===== config.mk =====
export PLATFORM = sky130hd
export DESIGN_NAME = output_alarm_event_supervisor
export DESIGN_NICKNAME = d
export VERILOG_FILES = /design/src/rtl/supervisor_pkg.sv /design/src/rtl/output_alarm_event_supervisor.sv
export VERILOG_INCLUDE_DIRS = /design/src /design/src/rtl
export SDC_FILE = /design/constraint.sdc
export NUM_CORES = 1
export LEC_CHECK = 0
export BUFFER_PORTS_ARGS = -buffer_cell sky130_fd_sc_hd__buf_4
export CAP_MARGIN = 20
export CORE_ASPECT_RATIO = 2
export CORE_MARGIN = 2
export CORE_UTILIZATION = 34
export DETAILED_ROUTE_END_ITERATION = 12
export PLACE_DENSITY = 0.56
export SLEW_MARGIN = 10
export SYNTH_ARGS = -nofsm -noshare
export SYNTH_HDL_FRONTEND = slang
export SYNTH_SLANG_ARGS = --single-unit

===== constraint.sdc =====
create_clock -name pclk -period 3.2 [get_ports pclk]
set_input_delay 0.48 -clock pclk [delete_from_list [all_inputs] [get_ports pclk]]
set_output_delay 0.48 -clock pclk [all_outputs]
set_load 0.05 [all_outputs]

===== src/rtl/supervisor_cfg.svh =====
// Register offsets, field positions, reset values and widths for the output supervisor.
`ifndef SUPERVISOR_CFG_SVH
`define SUPERVISOR_CFG_SVH
`define OFS_CTRL      12'h000
`define OFS_VPROT     12'h004
`define OFS_APROT     12'h008
`define OFS_WPROT     12'h00C
`define OFS_LOWV_THR  12'h010
`define OFS_HIGHV_THR 12'h014
`define OFS_LOWA_THR  12'h018
`define OFS_HIGHA_THR 12'h01C
`define OFS_HIGHW_THR 12'h020
`define OFS_ACTIONS   12'h024
`define OFS_STATUS    12'h028
`define OFS_ACK       12'h02C
`define OFS_PROFILE   12'h030
`define CTRL_OUT_ON      0
`define CTRL_SOUND       1
`define CTRL_PF_RESUME   2
`define CTRL_OT_RESUME   3
`define CTRL_REQ_OFF     4
`define ALM_VPROT        0
`define ALM_APROT        1
`define ALM_WPROT        2
`define ALM_PF           3
`define ALM_OT           4
`define NUM_ALM          5
`define NUM_EVT          5
`define EVT_LOWV         0
`define EVT_HIGHV        1
`define EVT_LOWA         2
`define EVT_HIGHA        3
`define EVT_HIGHW        4
`define ST_EVT_BASE      8
`define ST_OUT_BIT       16
`define ST_REJ_BIT       17
`define PROT_PCT         110
`define PCT_DIV          100
`define ZERO32           32'h0000_0000
`endif


===== src/rtl/supervisor_pkg.sv =====
// Types shared by the output supervisor.
package supervisor_pkg;
  typedef enum logic [1:0] {
    ACT_NONE    = 2'b00,
    ACT_SIGNAL  = 2'b01,
    ACT_WARNING = 2'b10,
    ACT_ALARM   = 2'b11
  } action_e;
endpackage


===== src/rtl/output_alarm_event_supervisor.sv =====
// Output alarm and event supervisor for a DC supply, with an APB register slave.
// How it works
// - Action none disables the event entirely.
// - Signal gives status text; warning adds popup.
// - Alarm action: status, alarm popup, output off.
// - Alarm events beep only when sound enabled.
// - Protection alarms switch output off immediately.
// - Acknowledge accepted only once cause cleared.
// - Supply-fail and overheat may auto-resume output.
// - Alarm indication stays until acknowledged.
// - Voltage reaching protect threshold trips alarm.
// - Current reaching protect threshold trips alarm.
// - Power reaching protect threshold trips alarm.
// - Supply fault input trips alarm, output off.
// - Overheat input trips alarm, output off.
// - Protect thresholds default to 110% nominal.
// - Settings change only while output off, except the supply-fail and overheat resume enables.
// - Events reset to action none, independent.
// - Events only while output on; alarms always.
// - Low/high voltage events against thresholds.
// - Low/high current events against thresholds.
// - High power event against its threshold.
// - Profile load replaces whole event configuration.
// - Combined status output for voltage, current and power protection alarms.
//
// Register access over APB and the register offsets were chosen for this implementation.
`timescale 1ns/100ps
`include "supervisor_cfg.svh"

module output_alarm_event_supervisor #(
  parameter int W       = 16,
  parameter int NOM_V   = 16'h2000,
  parameter int NOM_A   = 16'h1000,
  parameter int NOM_W   = 16'h4000
) (
  input  wire logic          pclk,
  input  wire logic          presetn,
  input  wire logic          psel,
  input  wire logic          penable,
  input  wire logic          pwrite,
  input  wire logic [11:0]   paddr,
  input  wire logic [31:0]   pwdata,
  output logic      [31:0]   prdata,
  output logic               pready,
  output logic               pslverr,
  input  wire logic          sample_valid,
  input  wire logic [W-1:0]  meas_volt,
  input  wire logic [W-1:0]  meas_amp,
  input  wire logic [W-1:0]  meas_watt,
  input  wire logic          supply_fault,
  input  wire logic          overheat_fault,
  input  wire logic          profile_load,
  input  wire logic [W-1:0]  profile_thr [`NUM_EVT],
  input  wire logic [9:0]    profile_act,
  output logic               dc_output_on,
  output logic               status_text,
  output logic               warning_popup,
  output logic               alarm_popup,
  output logic               beep,
  output logic               combined_alarm
);

  localparam logic [W-1:0] VPROT_DEF = W'(NOM_V * `PROT_PCT / `PCT_DIV);
  localparam logic [W-1:0] APROT_DEF = W'(NOM_A * `PROT_PCT / `PCT_DIV);
  localparam logic [W-1:0] WPROT_DEF = W'(NOM_W * `PROT_PCT / `PCT_DIV);

  ////////////////////////////////////////////////////////////////////////////////
  // Configuration and state registers.

  logic                 out_on_reg,   out_on_next;
  logic                 sound_reg,    sound_next;
  logic                 pf_res_reg,   pf_res_next;
  logic                 ot_res_reg,   ot_res_next;
  logic [W-1:0]         vprot_reg,    vprot_next;
  logic [W-1:0]         aprot_reg,    aprot_next;
  logic [W-1:0]         wprot_reg,    wprot_next;
  logic [W-1:0]         thr_reg [`NUM_EVT];
  logic [W-1:0]         thr_next [`NUM_EVT];
  supervisor_pkg::action_e act_reg [`NUM_EVT];
  supervisor_pkg::action_e act_next [`NUM_EVT];
  logic [`NUM_ALM-1:0]  alm_reg,      alm_next;
  logic [`NUM_EVT-1:0]  evt_reg,      evt_next;
  logic                 resume_reg,   resume_next;
  logic                 rej_reg,      rej_next;
  logic [`ALM_WPROT:`ALM_VPROT] level_reg, level_next;
  logic [31:0]          prdata_next;
  logic                 pready_next;
  logic                 pslverr_next;
  logic                 text_next, warn_next, apop_next, beep_next, comb_next;

  logic                 wr_acc;
  logic                 rd_acc;
  logic [`NUM_ALM-1:0]  cause;
  logic [`NUM_EVT-1:0]  evt_hit;
  logic [`NUM_EVT-1:0]  evt_alarm_hit;
  logic                 trip;

  assign wr_acc = psel && penable && pwrite && !pready;
  assign rd_acc = psel && penable && !pwrite && !pready;

  ////////////////////////////////////////////////////////////////////////////////
  // Live causes of each protection alarm and each event on this sample.

  always_comb begin
    cause                = '0;
    cause[`ALM_VPROT]    = sample_valid && (meas_volt >= vprot_reg);
    cause[`ALM_APROT]    = sample_valid && (meas_amp  >= aprot_reg);
    cause[`ALM_WPROT]    = sample_valid && (meas_watt >= wprot_reg);
    cause[`ALM_PF]       = supply_fault;
    cause[`ALM_OT]       = overheat_fault;
  end

  // Protection compares are held between samples, so an acknowledge sees the last result.
  always_comb begin
    level_next = level_reg;
    if (sample_valid) begin
      level_next = cause[`ALM_WPROT:`ALM_VPROT];
    end
  end

  always_comb begin
    evt_hit             = '0;
    evt_hit[`EVT_LOWV]  = meas_volt < thr_reg[`EVT_LOWV];
    evt_hit[`EVT_HIGHV] = meas_volt > thr_reg[`EVT_HIGHV];
    evt_hit[`EVT_LOWA]  = meas_amp  < thr_reg[`EVT_LOWA];
    evt_hit[`EVT_HIGHA] = meas_amp  > thr_reg[`EVT_HIGHA];
    evt_hit[`EVT_HIGHW] = meas_watt > thr_reg[`EVT_HIGHW];
  end

  genvar g;
  generate
    for (g = 0; g < `NUM_EVT; g++) begin : g_evt
      // Event alarms only qualify on a sample while the output is on and the event's action is alarm.
      assign evt_alarm_hit[g] = sample_valid && out_on_reg && evt_hit[g] &&
                                (act_reg[g] == supervisor_pkg::ACT_ALARM);
    end
  endgenerate

  assign trip = |cause || |evt_alarm_hit;

  ////////////////////////////////////////////////////////////////////////////////
  // Next-state logic: APB writes, alarm latching, acknowledge and output control.

  always_comb begin
    logic [`NUM_ALM-1:0] ack_a;
    logic [`NUM_EVT-1:0] ack_e;
    logic                cfg_ok;
    ack_a        = '0;
    ack_e        = '0;
    cfg_ok       = !out_on_reg;
    out_on_next  = out_on_reg;
    sound_next   = sound_reg;
    pf_res_next  = pf_res_reg;
    ot_res_next  = ot_res_reg;
    vprot_next   = vprot_reg;
    aprot_next   = aprot_reg;
    wprot_next   = wprot_reg;
    thr_next     = thr_reg;
    act_next     = act_reg;
    resume_next  = resume_reg;
    rej_next     = rej_reg;
    pready_next  = psel && penable && !pready;
    pslverr_next = 1'b0;
    prdata_next  = `ZERO32;

    if (wr_acc) begin
      unique case (paddr)
        `OFS_CTRL: begin
          sound_next  = cfg_ok ? pwdata[`CTRL_SOUND] : sound_reg;
          pf_res_next = pwdata[`CTRL_PF_RESUME];
          ot_res_next = pwdata[`CTRL_OT_RESUME];
          if (pwdata[`CTRL_REQ_OFF]) begin
            out_on_next = 1'b0;
            resume_next = 1'b0;
          end else if (pwdata[`CTRL_OUT_ON] && alm_reg == '0) begin
            out_on_next = 1'b1;
          end
          rej_next    = !cfg_ok && (pwdata[`CTRL_SOUND] != sound_reg);
        end
        `OFS_VPROT:     if (cfg_ok) vprot_next = pwdata[W-1:0]; else rej_next = 1'b1;
        `OFS_APROT:     if (cfg_ok) aprot_next = pwdata[W-1:0]; else rej_next = 1'b1;
        `OFS_WPROT:     if (cfg_ok) wprot_next = pwdata[W-1:0]; else rej_next = 1'b1;
        `OFS_LOWV_THR:  if (cfg_ok) thr_next[`EVT_LOWV]  = pwdata[W-1:0]; else rej_next = 1'b1;
        `OFS_HIGHV_THR: if (cfg_ok) thr_next[`EVT_HIGHV] = pwdata[W-1:0]; else rej_next = 1'b1;
        `OFS_LOWA_THR:  if (cfg_ok) thr_next[`EVT_LOWA]  = pwdata[W-1:0]; else rej_next = 1'b1;
        `OFS_HIGHA_THR: if (cfg_ok) thr_next[`EVT_HIGHA] = pwdata[W-1:0]; else rej_next = 1'b1;
        `OFS_HIGHW_THR: if (cfg_ok) thr_next[`EVT_HIGHW] = pwdata[W-1:0]; else rej_next = 1'b1;
        `OFS_ACTIONS: begin
          if (cfg_ok) begin
            for (int i = 0; i < `NUM_EVT; i++) begin
              act_next[i] = supervisor_pkg::action_e'(pwdata[2*i +: 2]);
            end
          end else begin
            rej_next = 1'b1;
          end
        end
        `OFS_ACK: begin
          // Only alarms whose cause has gone may be cleared.
          ack_a = pwdata[`NUM_ALM-1:0] & ~(cause | `NUM_ALM'(level_reg));
          ack_e = pwdata[`ST_EVT_BASE +: `NUM_EVT] & ~evt_alarm_hit;
        end
        `OFS_STATUS, `OFS_PROFILE: ;
        default: pslverr_next = 1'b1;
      endcase
    end

    if (rd_acc) begin
      unique case (paddr)
        `OFS_CTRL: begin
          prdata_next[`CTRL_OUT_ON]    = out_on_reg;
          prdata_next[`CTRL_SOUND]     = sound_reg;
          prdata_next[`CTRL_PF_RESUME] = pf_res_reg;
          prdata_next[`CTRL_OT_RESUME] = ot_res_reg;
        end
        `OFS_VPROT:     prdata_next[W-1:0] = vprot_reg;
        `OFS_APROT:     prdata_next[W-1:0] = aprot_reg;
        `OFS_WPROT:     prdata_next[W-1:0] = wprot_reg;
        `OFS_LOWV_THR:  prdata_next[W-1:0] = thr_reg[`EVT_LOWV];
        `OFS_HIGHV_THR: prdata_next[W-1:0] = thr_reg[`EVT_HIGHV];
        `OFS_LOWA_THR:  prdata_next[W-1:0] = thr_reg[`EVT_LOWA];
        `OFS_HIGHA_THR: prdata_next[W-1:0] = thr_reg[`EVT_HIGHA];
        `OFS_HIGHW_THR: prdata_next[W-1:0] = thr_reg[`EVT_HIGHW];
        `OFS_ACTIONS: begin
          for (int i = 0; i < `NUM_EVT; i++) begin
            prdata_next[2*i +: 2] = act_reg[i];
          end
        end
        `OFS_STATUS: begin
          prdata_next[`NUM_ALM-1:0]              = alm_reg;
          prdata_next[`ST_EVT_BASE +: `NUM_EVT]  = evt_reg;
          prdata_next[`ST_OUT_BIT]               = out_on_reg;
          prdata_next[`ST_REJ_BIT]               = rej_reg;
        end
        `OFS_ACK, `OFS_PROFILE: ;
        default: pslverr_next = 1'b1;
      endcase
    end

    // A profile load replaces the whole event set, only with the output off.
    if (profile_load && cfg_ok) begin
      for (int i = 0; i < `NUM_EVT; i++) begin
        thr_next[i] = profile_thr[i];
        act_next[i] = supervisor_pkg::action_e'(profile_act[2*i +: 2]);
      end
    end

    // Latched flags: a new cause wins over an acknowledge in the same cycle.
    alm_next = (alm_reg & ~ack_a) | cause;
    evt_next = '0;
    for (int i = 0; i < `NUM_EVT; i++) begin
      evt_next[i] = (evt_reg[i] && !ack_e[i]) ||
                    (sample_valid && out_on_reg && evt_hit[i] &&
                     act_reg[i] != supervisor_pkg::ACT_NONE);
    end

    if (trip) begin
      // Remember whether the output was on for a possible automatic return.
      if (out_on_reg) resume_next = 1'b1;
      if (|cause[`ALM_WPROT:`ALM_VPROT] || |evt_alarm_hit) resume_next = 1'b0;
      out_on_next = 1'b0;
    end else if (resume_reg && !out_on_reg) begin
      // Causes are gone: return if every latched fault allows it, otherwise give up.
      // Giving up here keeps a later acknowledge from switching the output back on.
      resume_next = 1'b0;
      if ((!alm_reg[`ALM_PF] || pf_res_reg) && (!alm_reg[`ALM_OT] || ot_res_reg) &&
          alm_reg[`ALM_WPROT:`ALM_VPROT] == '0 && evt_alarm_hit == '0) begin
        out_on_next = 1'b1;
      end
    end else if (!out_on_reg && !resume_reg) begin
      resume_next = 1'b0;
    end

    text_next = |evt_next;
    warn_next = 1'b0;
    apop_next = |alm_next;
    beep_next = 1'b0;
    for (int i = 0; i < `NUM_EVT; i++) begin
      if (evt_next[i] && act_next[i] == supervisor_pkg::ACT_WARNING) warn_next = 1'b1;
      if (evt_next[i] && act_next[i] == supervisor_pkg::ACT_ALARM) apop_next = 1'b1;
    end
    beep_next = apop_next && sound_next;
    text_next = text_next || |alm_next;
    comb_next = |alm_next[`ALM_WPROT:`ALM_VPROT];
  end

  ////////////////////////////////////////////////////////////////////////////////
  // Registers.

  always_ff @(posedge pclk or negedge presetn) begin
    if (!presetn) begin
      out_on_reg     <= 1'b0;
      sound_reg      <= 1'b1;
      pf_res_reg     <= 1'b0;
      ot_res_reg     <= 1'b0;
      vprot_reg      <= VPROT_DEF;
      aprot_reg      <= APROT_DEF;
      wprot_reg      <= WPROT_DEF;
      for (int i = 0; i < `NUM_EVT; i++) begin
        thr_reg[i] <= '0;
        act_reg[i] <= supervisor_pkg::ACT_NONE;
      end
      alm_reg        <= '0;
      evt_reg        <= '0;
      resume_reg     <= 1'b0;
      rej_reg        <= 1'b0;
      level_reg      <= '0;
      prdata         <= `ZERO32;
      pready         <= 1'b0;
      pslverr        <= 1'b0;
      dc_output_on   <= 1'b0;
      status_text    <= 1'b0;
      warning_popup  <= 1'b0;
      alarm_popup    <= 1'b0;
      beep           <= 1'b0;
      combined_alarm <= 1'b0;
    end else begin
      out_on_reg     <= out_on_next;
      sound_reg      <= sound_next;
      pf_res_reg     <= pf_res_next;
      ot_res_reg     <= ot_res_next;
      vprot_reg      <= vprot_next;
      aprot_reg      <= aprot_next;
      wprot_reg      <= wprot_next;
      thr_reg        <= thr_next;
      act_reg        <= act_next;
      alm_reg        <= alm_next;
      evt_reg        <= evt_next;
      resume_reg     <= resume_next;
      rej_reg        <= rej_next;
      level_reg      <= level_next;
      prdata         <= prdata_next;
      pready         <= pready_next;
      pslverr        <= pslverr_next;
      dc_output_on   <= out_on_next;
      status_text    <= text_next;
      warning_popup  <= warn_next;
      alarm_popup    <= apop_next;
      beep           <= beep_next;
      combined_alarm <= comb_next;
    end
  end

  ////////////////////////////////////////////////////////////////////////////////
  // Checks.

  prot_trip_off_a : assert property (@(posedge pclk) disable iff (!presetn)
    (|cause) |=> !dc_output_on)
    else $error("Output still on after a protection cause.");

  volt_trip_a : assert property (@(posedge pclk) disable iff (!presetn)
    (sample_valid && meas_volt >= vprot_reg) |=> alm_reg[`ALM_VPROT] && alarm_popup)
    else $error("Voltage protection did not latch.");

  ack_blocked_a : assert property (@(posedge pclk) disable iff (!presetn)
    (alm_reg[`ALM_OT] && overheat_fault) |=> alm_reg[`ALM_OT])
    else $error("Overheat alarm cleared while its cause persists.");

  cfg_locked_a : assert property (@(posedge pclk) disable iff (!presetn)
    out_on_reg |=> $stable(vprot_reg) && $stable(aprot_reg) && $stable(sound_reg))
    else $error("Configuration changed while output on.");

  event_off_a : assert property (@(posedge pclk) disable iff (!presetn)
    (!out_on_reg && evt_reg == '0) |=> evt_reg == '0)
    else $error("Event latched while output off.");

  beep_sound_a : assert property (@(posedge pclk) disable iff (!presetn)
    beep |-> alarm_popup && sound_reg)
    else $error("Beep without alarm or with sound off.");

  combined_out_a : assert property (@(posedge pclk) disable iff (!presetn)
    combined_alarm == (alm_reg[`ALM_WPROT:`ALM_VPROT] != '0))
    else $error("Combined alarm output disagrees with latched alarms.");

  none_quiet_a : assert property (@(posedge pclk) disable iff (!presetn)
    (act_reg[`EVT_LOWV] == supervisor_pkg::ACT_NONE && !evt_reg[`EVT_LOWV] && !profile_load
     && !wr_acc) |=> !evt_reg[`EVT_LOWV])
    else $error("Disabled event latched.");

  hold_ind_a : assert property (@(posedge pclk) disable iff (!presetn)
    (alm_reg[`ALM_PF] && !wr_acc) |=> alm_reg[`ALM_PF])
    else $error("Supply alarm dropped without acknowledge.");

endmodule


# [Word-level counts from Yosys, hierarchy flattened]
# Index checks and enable logic that the tools add are counted.
[word_totals] wordCells=239 out_inout_bits=40 regBits=182
[classes] eq_ne=30 n_reduce_logical=104 n_lt_le_gt_ge=8 bitwise=9 mux=58
[op_table] operator="$mux W80" count=2
[op_table] operator="$mux W16" count=6
[op_table] operator="$eq A12 B6 Y1 const B" count=5
[op_table] operator="$pmux W3 S9" count=2
[op_table] operator="$logic_and A1 B1 Y1" count=49
[op_table] operator="$eq A12 B5 Y1 const B" count=4
[op_table] operator="$ge A16 B16 Y1" count=3
[op_table] operator="$gt A16 B16 Y1" count=3
[op_table] operator="$pmux W4 S11" count=1
[op_table] operator="$mux W10" count=4
[op_table] operator="$mux W1" count=33
[op_table] operator="$lt A16 B16 Y1" count=2
[op_table] operator="$eq A2 B2 Y1 const B" count=15
[op_table] operator="$reduce_and A3 Y1" count=9
[op_table] operator="$eq A12 B4 Y1 const B" count=2
[op_table] operator="$pmux W3 S8" count=1
[op_table] operator="$reduce_bool A2 Y1" count=12
[op_table] operator="$mux W5" count=4
[op_table] operator="$pmux W2 S10" count=1
[op_table] operator="$reduce_or A5 Y1" count=4
[op_table] operator="$mux W18" count=1
[op_table] operator="$and A5 B5 Y5" count=3
[op_table] operator="$not A5 Y5" count=3
[op_table] operator="$reduce_or A13 Y1" count=1
[op_table] operator="17 further kinds" count=39

# [Longest topological paths before layout]
[logic_depth] word_depth=17 ltp_mapped=9 ltp_nobuf=9

# [Worst setup path after synthesis]
# Ideal clock, no wire load.
[synth_timing] path_kind="in2reg" startpoint="in paddr[7]" endpoint="reg aprot_reg[10]" setup_slack_ns=0.618 arrival_ns=2.454 setup_ns=0.128 path_stages=7 path_cell_list="or4_4 or4b_4 buf_6 nor2_8 nand2_2 buf_4 mux2_1"
[synth_between] elab_chain_cells=2
[synth_rtl] element="start: declaration" line_no="output_alarm_event_supervisor.sv:41" text="input wire logic [11:0] paddr,"
[synth_rtl] element="$eq A12 B4 Y1" line_no="output_alarm_event_supervisor.sv:167" text="unique case (paddr)"
[synth_rtl] element="$reduce_and A3 Y1 (no source line)"
[synth_rtl] element="end signal: assignment" line_no="output_alarm_event_supervisor.sv:322" text="aprot_reg <= aprot_next;"
[synth_rtl] element="end: declaration" line_no="output_alarm_event_supervisor.sv:75" text="logic [W-1:0] aprot_reg, aprot_next;"
# No other way between the ends.
# A chain may end at the register's enable or synchronous reset.

# [Worst setup path after layout]
[layout_timing] startpoint="reg wprot_reg[2]" endpoint="reg beep"
[layout_between] elab_chain_cells=17
[layout_rtl] element="start: declaration" line_no="output_alarm_event_supervisor.sv:76" text="logic [W-1:0] wprot_reg, wprot_next;"
[layout_rtl] element="start signal: assignment" line_no="output_alarm_event_supervisor.sv:323" text="wprot_reg <= wprot_next;"
[layout_rtl] element="$ge A16 B16 Y1 *" line_no="output_alarm_event_supervisor.sv:108" text="cause[`ALM_WPROT] = sample_valid && (meas_watt >= wprot_reg);"
[layout_rtl] element="$logic_and A1 B1 Y1 *" line_no="output_alarm_event_supervisor.sv:108"
[layout_rtl] element="$or A5 B3 Y5" line_no="output_alarm_event_supervisor.sv:199" text="ack_a = pwdata[`NUM_ALM-1:0] & ~(cause | `NUM_ALM'(level_reg));"
[layout_rtl] element="$not A5 Y5" line_no="output_alarm_event_supervisor.sv:199"
[layout_rtl] element="$and A5 B5 Y5" line_no="output_alarm_event_supervisor.sv:199"
[layout_rtl] element="$mux W5" line_no="output_alarm_event_supervisor.sv:167"
[layout_rtl] element="$mux W5" line_no="output_alarm_event_supervisor.sv:166" text="if (wr_acc) begin"
[layout_rtl] element="$not A5 Y5" line_no="output_alarm_event_supervisor.sv:248" text="alm_next = (alm_reg & ~ack_a) | cause;"
[layout_rtl] element="$and A5 B5 Y5" line_no="output_alarm_event_supervisor.sv:248"
[layout_rtl] element="$or A5 B5 Y5 *" line_no="output_alarm_event_supervisor.sv:248"
[layout_rtl] element="$reduce_or A5 Y1 *" line_no="output_alarm_event_supervisor.sv:275" text="apop_next = |alm_next;"
[layout_rtl] element="$mux W1 * (5 in a row)" line_no="output_alarm_event_supervisor.sv:279" text="if (evt_next[i] && act_next[i] == supervisor_pkg::ACT_ALARM) apop_next = 1'b1;"
[layout_rtl] element="$logic_and A1 B1 Y1 *" line_no="output_alarm_event_supervisor.sv:281" text="beep_next = apop_next && sound_next;"
[layout_rtl] element="named net beep_next" line_no="output_alarm_event_supervisor.sv:89" text="logic text_next, warn_next, apop_next, beep_next, comb_next;"
[layout_rtl] element="end signal: assignment" line_no="output_alarm_event_supervisor.sv:338" text="beep <= beep_next;"
[layout_rtl] element="end: declaration" line_no="output_alarm_event_supervisor.sv:59" text="output logic beep,"
# Mark *: on every way through the listed nets, which the timed path passes. The rest lies on a longest branch.

==> flow_metrics.env <==
export IMPL_vias_per_cell=5.62
export IMPL_synthTopCellsByArea="dfrtp_1 33%, ha_1 13%, mux2i_1 7.0%"
export IMPL_worstSetupEndpointType="register"
export IMPL_crit_arrival_ns=3.37
export IMPL_clock_latency_ns=0.46
export IMPL_worst_r2r_setup_slack_ns=0.20
export IMPL_grt_pass1_wl_um=71000
export IMPL_place_hpwl_um=39400
export IMPL_dieWidth_um=137
export IMPL_synth_top_cell_by_area="dfrtp_1"
export IMPL_clk_path_buf_depth=2
export IMPL_num_rows=97
export IMPL_ys_seq_area_frac=0.380
export IMPL_track_usage=0.270
export IMPL_wl_um=49300
export IMPL_status="complete, but fails checks"
export IMPL_yosys_warnings=0
export IMPL_max_cap_viol_count=0
export IMPL_drc=0
export IMPL_worstPathMaxFanout=3
export IMPL_drive_gt1_frac=0.221
export IMPL_finalCritPeriodShare=0.938
export IMPL_synth_ff_type="dfrtp_1"
export IMPL_fmax_mhz=333
export IMPL_r2r_end="beep"
export IMPL_finalWorstSetupSlack_ns=0.197
export IMPL_grt_overflow_total=0
export IMPL_synth_seq_cells=182
export IMPL_path_clk_slew_ns=0.07
export IMPL_dp_cells=1894
export IMPL_routabilityCongestion=0.970
export IMPL_worst_pin_slew_ns=1.06
export IMPL_synth_cells=1268
export IMPL_cts_buffers_inserted=17
export IMPL_tritoncts="yes"
export IMPL_dieArea_mm2=0.0371
export IMPL_cts_htree_levels=4
export IMPL_routedWlPerCell_um=25.6
export IMPL_tns_ns=0
export IMPL_irDropWorstVdd_v=0.000401
export IMPL_drt_pass1_iter_count=6
export IMPL_hold_class="primary input to asynchronous set/reset pin"
export IMPL_required_ns=3.56
export IMPL_p_leak_nw=7.45
export IMPL_areaGrowthSynthToFinish_pct=22.9
export IMPL_post_cts_buffers=0
export IMPL_port_buffers=200
export IMPL_finalHoldViolCount=1
export IMPL_rsz0062_at_grt="false"
export IMPL_worstSetupStartpointType="register"
export IMPL_synth_edf_count=0
export IMPL_synth_top_area_frac=0.334
export IMPL_coreArea_mm2=0.0350
export IMPL_cts_resized=0
export IMPL_antenna_found_initial=3
export IMPL_grt_start_max_net_pins=77
export IMPL_hold_ws_ns=-0.0132
export IMPL_synth_cell_types=76
export IMPL_pre_cts_ws_ns=0.205
export IMPL_power_density_mw_per_mm2=405
export IMPL_worstSetupPathType="register to register"
export IMPL_violations="negative hold slack"
export IMPL_clkSinkCount=182
export IMPL_initial_core_util=0.345
export IMPL_finalSetupViolCount=0
export IMPL_dieHeight_um=270
export IMPL_maxSlewHeadroom=0.285
export IMPL_ff2ff_path_depth=9
export IMPL_syn_area_per_cell_um2=9.51
export IMPL_largest_reg_flops=80
export IMPL_layout_nets=1785
export IMPL_antenna_left=0
export IMPL_synth_async_sr_flop_share=1.00
export IMPL_finalMaxSlewViolations=0
export IMPL_final_cells=1929
export IMPL_ctsHoldBuffers=0
export IMPL_post_route_min_period_ns=3.00
export IMPL_fin_skew_ns=0.0132
export IMPL_cts_root_buf="clkbuf_16"
export IMPL_first_iter_violations=782
export IMPL_io_pin_count=231
export IMPL_syn_area_mm2=0.0121
export IMPL_num_vias=10800
export IMPL_grt_pass1_vias=11300
export IMPL_rr_startpoint="wprot_reg[2]"
## power breakdown
part	total (mW)	leakage, nW	switching, mW	internal [mW]
clock network	2.40	0.309	1.01	1.40
logic	1.02	4.89	0.593	0.424
registers	2.57	2.25	0.167	2.41
total	6.00	7.45	1.77	4.23
## per-layer routing
metal	wire (µm)	vias up	GRT usage
met3	2040	182	0.0400
li1	-	4961	-
met5	0	-	0
met1	16000	5244	0.257
met2	26100	461	0.485
met4	5200	0	0.236
## logic make-up (layout without fill, tap and decap cells)
logic type,count (synthesis),count (layout),synth area share
AO/OA/AOI/OAI,330,330,0.179
multiplexers,132,132,0.115
other,1,17,0.000311
AND/OR/NAND/NOR,285,285,0.122
adder cells (fa/ha/maj),126,126,0.131
flip-flops,182,182,0.380
XOR/XNOR,2,2,0.00145
buffers and inverters,210,410,0.0728
## cells in the final DEF (no fill, tap or decap), types with 6 or more instances in the layout
master / synthesis / layout
nand2_1: 142 / 142
mux2_2: 18 / 18
inv_1: 139 / 139
a31oi_1: 16 / 16
ha_1: 126 / 126
a22o_1: 16 / 16
nor2b_1: 9 / 8
nand2b_1: 6 / 6
clkbuf_16: 0 / 17
nand4_1: 22 / 22
dfstp_2: 21 / 21
a222oi_1: 16 / 16
dfrtp_1: 161 / 161
o21ai_0: 115 / 115
a22oi_1: 23 / 23
nand3_1: 12 / 12
a21oi_1: 54 / 54
mux2i_1: 84 / 84
a21o_1: 11 / 11
nor3_1: 8 / 8
conb_1: 1 / 14
nand3b_1: 7 / 7
a221oi_1: 22 / 22
mux2_1: 30 / 30
nor2_1: 37 / 37
buf_4: 17 / 234
o21a_1: 6 / 6
a211oi_1: 12 / 12
## worst max-delay path, cell delays in order, from the launching register on
cell and delay [ns]:
dfstp_2 0.58, inv_1 0.06, ha_1 0.29, nand2_1 0.05, o21ai_0 0.19, a21oi_1 0.11, o41ai_1 0.92, a21oi_1 0.12
and4bb_1 0.34, a41oi_1 0.26
## metrics by stage
step | util | hold slack (ns) | power, mW | cell area (µm²)
after floorplan | - | 0.184 | 3.06 | 12100
after global placement | 0.405 | 0.457 | 3.60 | 14200
after detailed placement | 0.405 | 0.465 | 3.63 | 14200
after CTS | 0.424 | 0.0180 | 6.04 | 14800
after global routing | 0.424 | 0.0264 | 6.24 | 14800
final | 0.424 | -0.0132 | 6.00 | 14800
## final cells by class
cell class | instances | area (µm²)
fillers | 3507 | 20100
repair buffers | 239 | 1850
well taps | 445 | 557
clock inverters | 13 | 218
flip-flops and latches | 182 | 4580
clock buffers | 19 | 433
diodes | 3 | 7.51
multi-input cells | 889 | 6660
inverters | 139 | 522
## Yosys cell counts, drive strengths merged, types with 4 or more instances
master / n
a211oi: 12
a21boi: 6
a21o: 11
a21oi: 55
a221oi: 22
a222oi: 16
a22o: 16
a22oi: 23
a31oi: 16
a41oi: 4
and3: 4
buf: 28
clkbuf: 43
dfrtp: 161
dfstp: 21
ha: 126
inv: 139
mux2: 48
mux2i: 84
nand2: 145
nand2b: 6
nand3: 12
nand3b: 7
nand4: 22
nor2: 41
nor2b: 9
nor3: 9
nor4: 6
o21a: 6
o21ai: 115
o22ai: 4
or3: 4
## how the worst max path moves through the flow
stage / slack [ns] / from / to / depth (start not counted)
floorplan: 0.62 / paddr[7] / aprot_reg[10] / 7
global placement: 0.13 / paddr[7] / status_text / 7
detailed placement: 0.21 / paddr[7] / status_text / 7
CTS: 0.19 / wprot_reg[2] / beep / 9
global route: 0.05 / wprot_reg[2] / beep / 9
finish: 0.20 / wprot_reg[2] / beep / 9
Note: power is estimated with default switching activity, not from simulation.
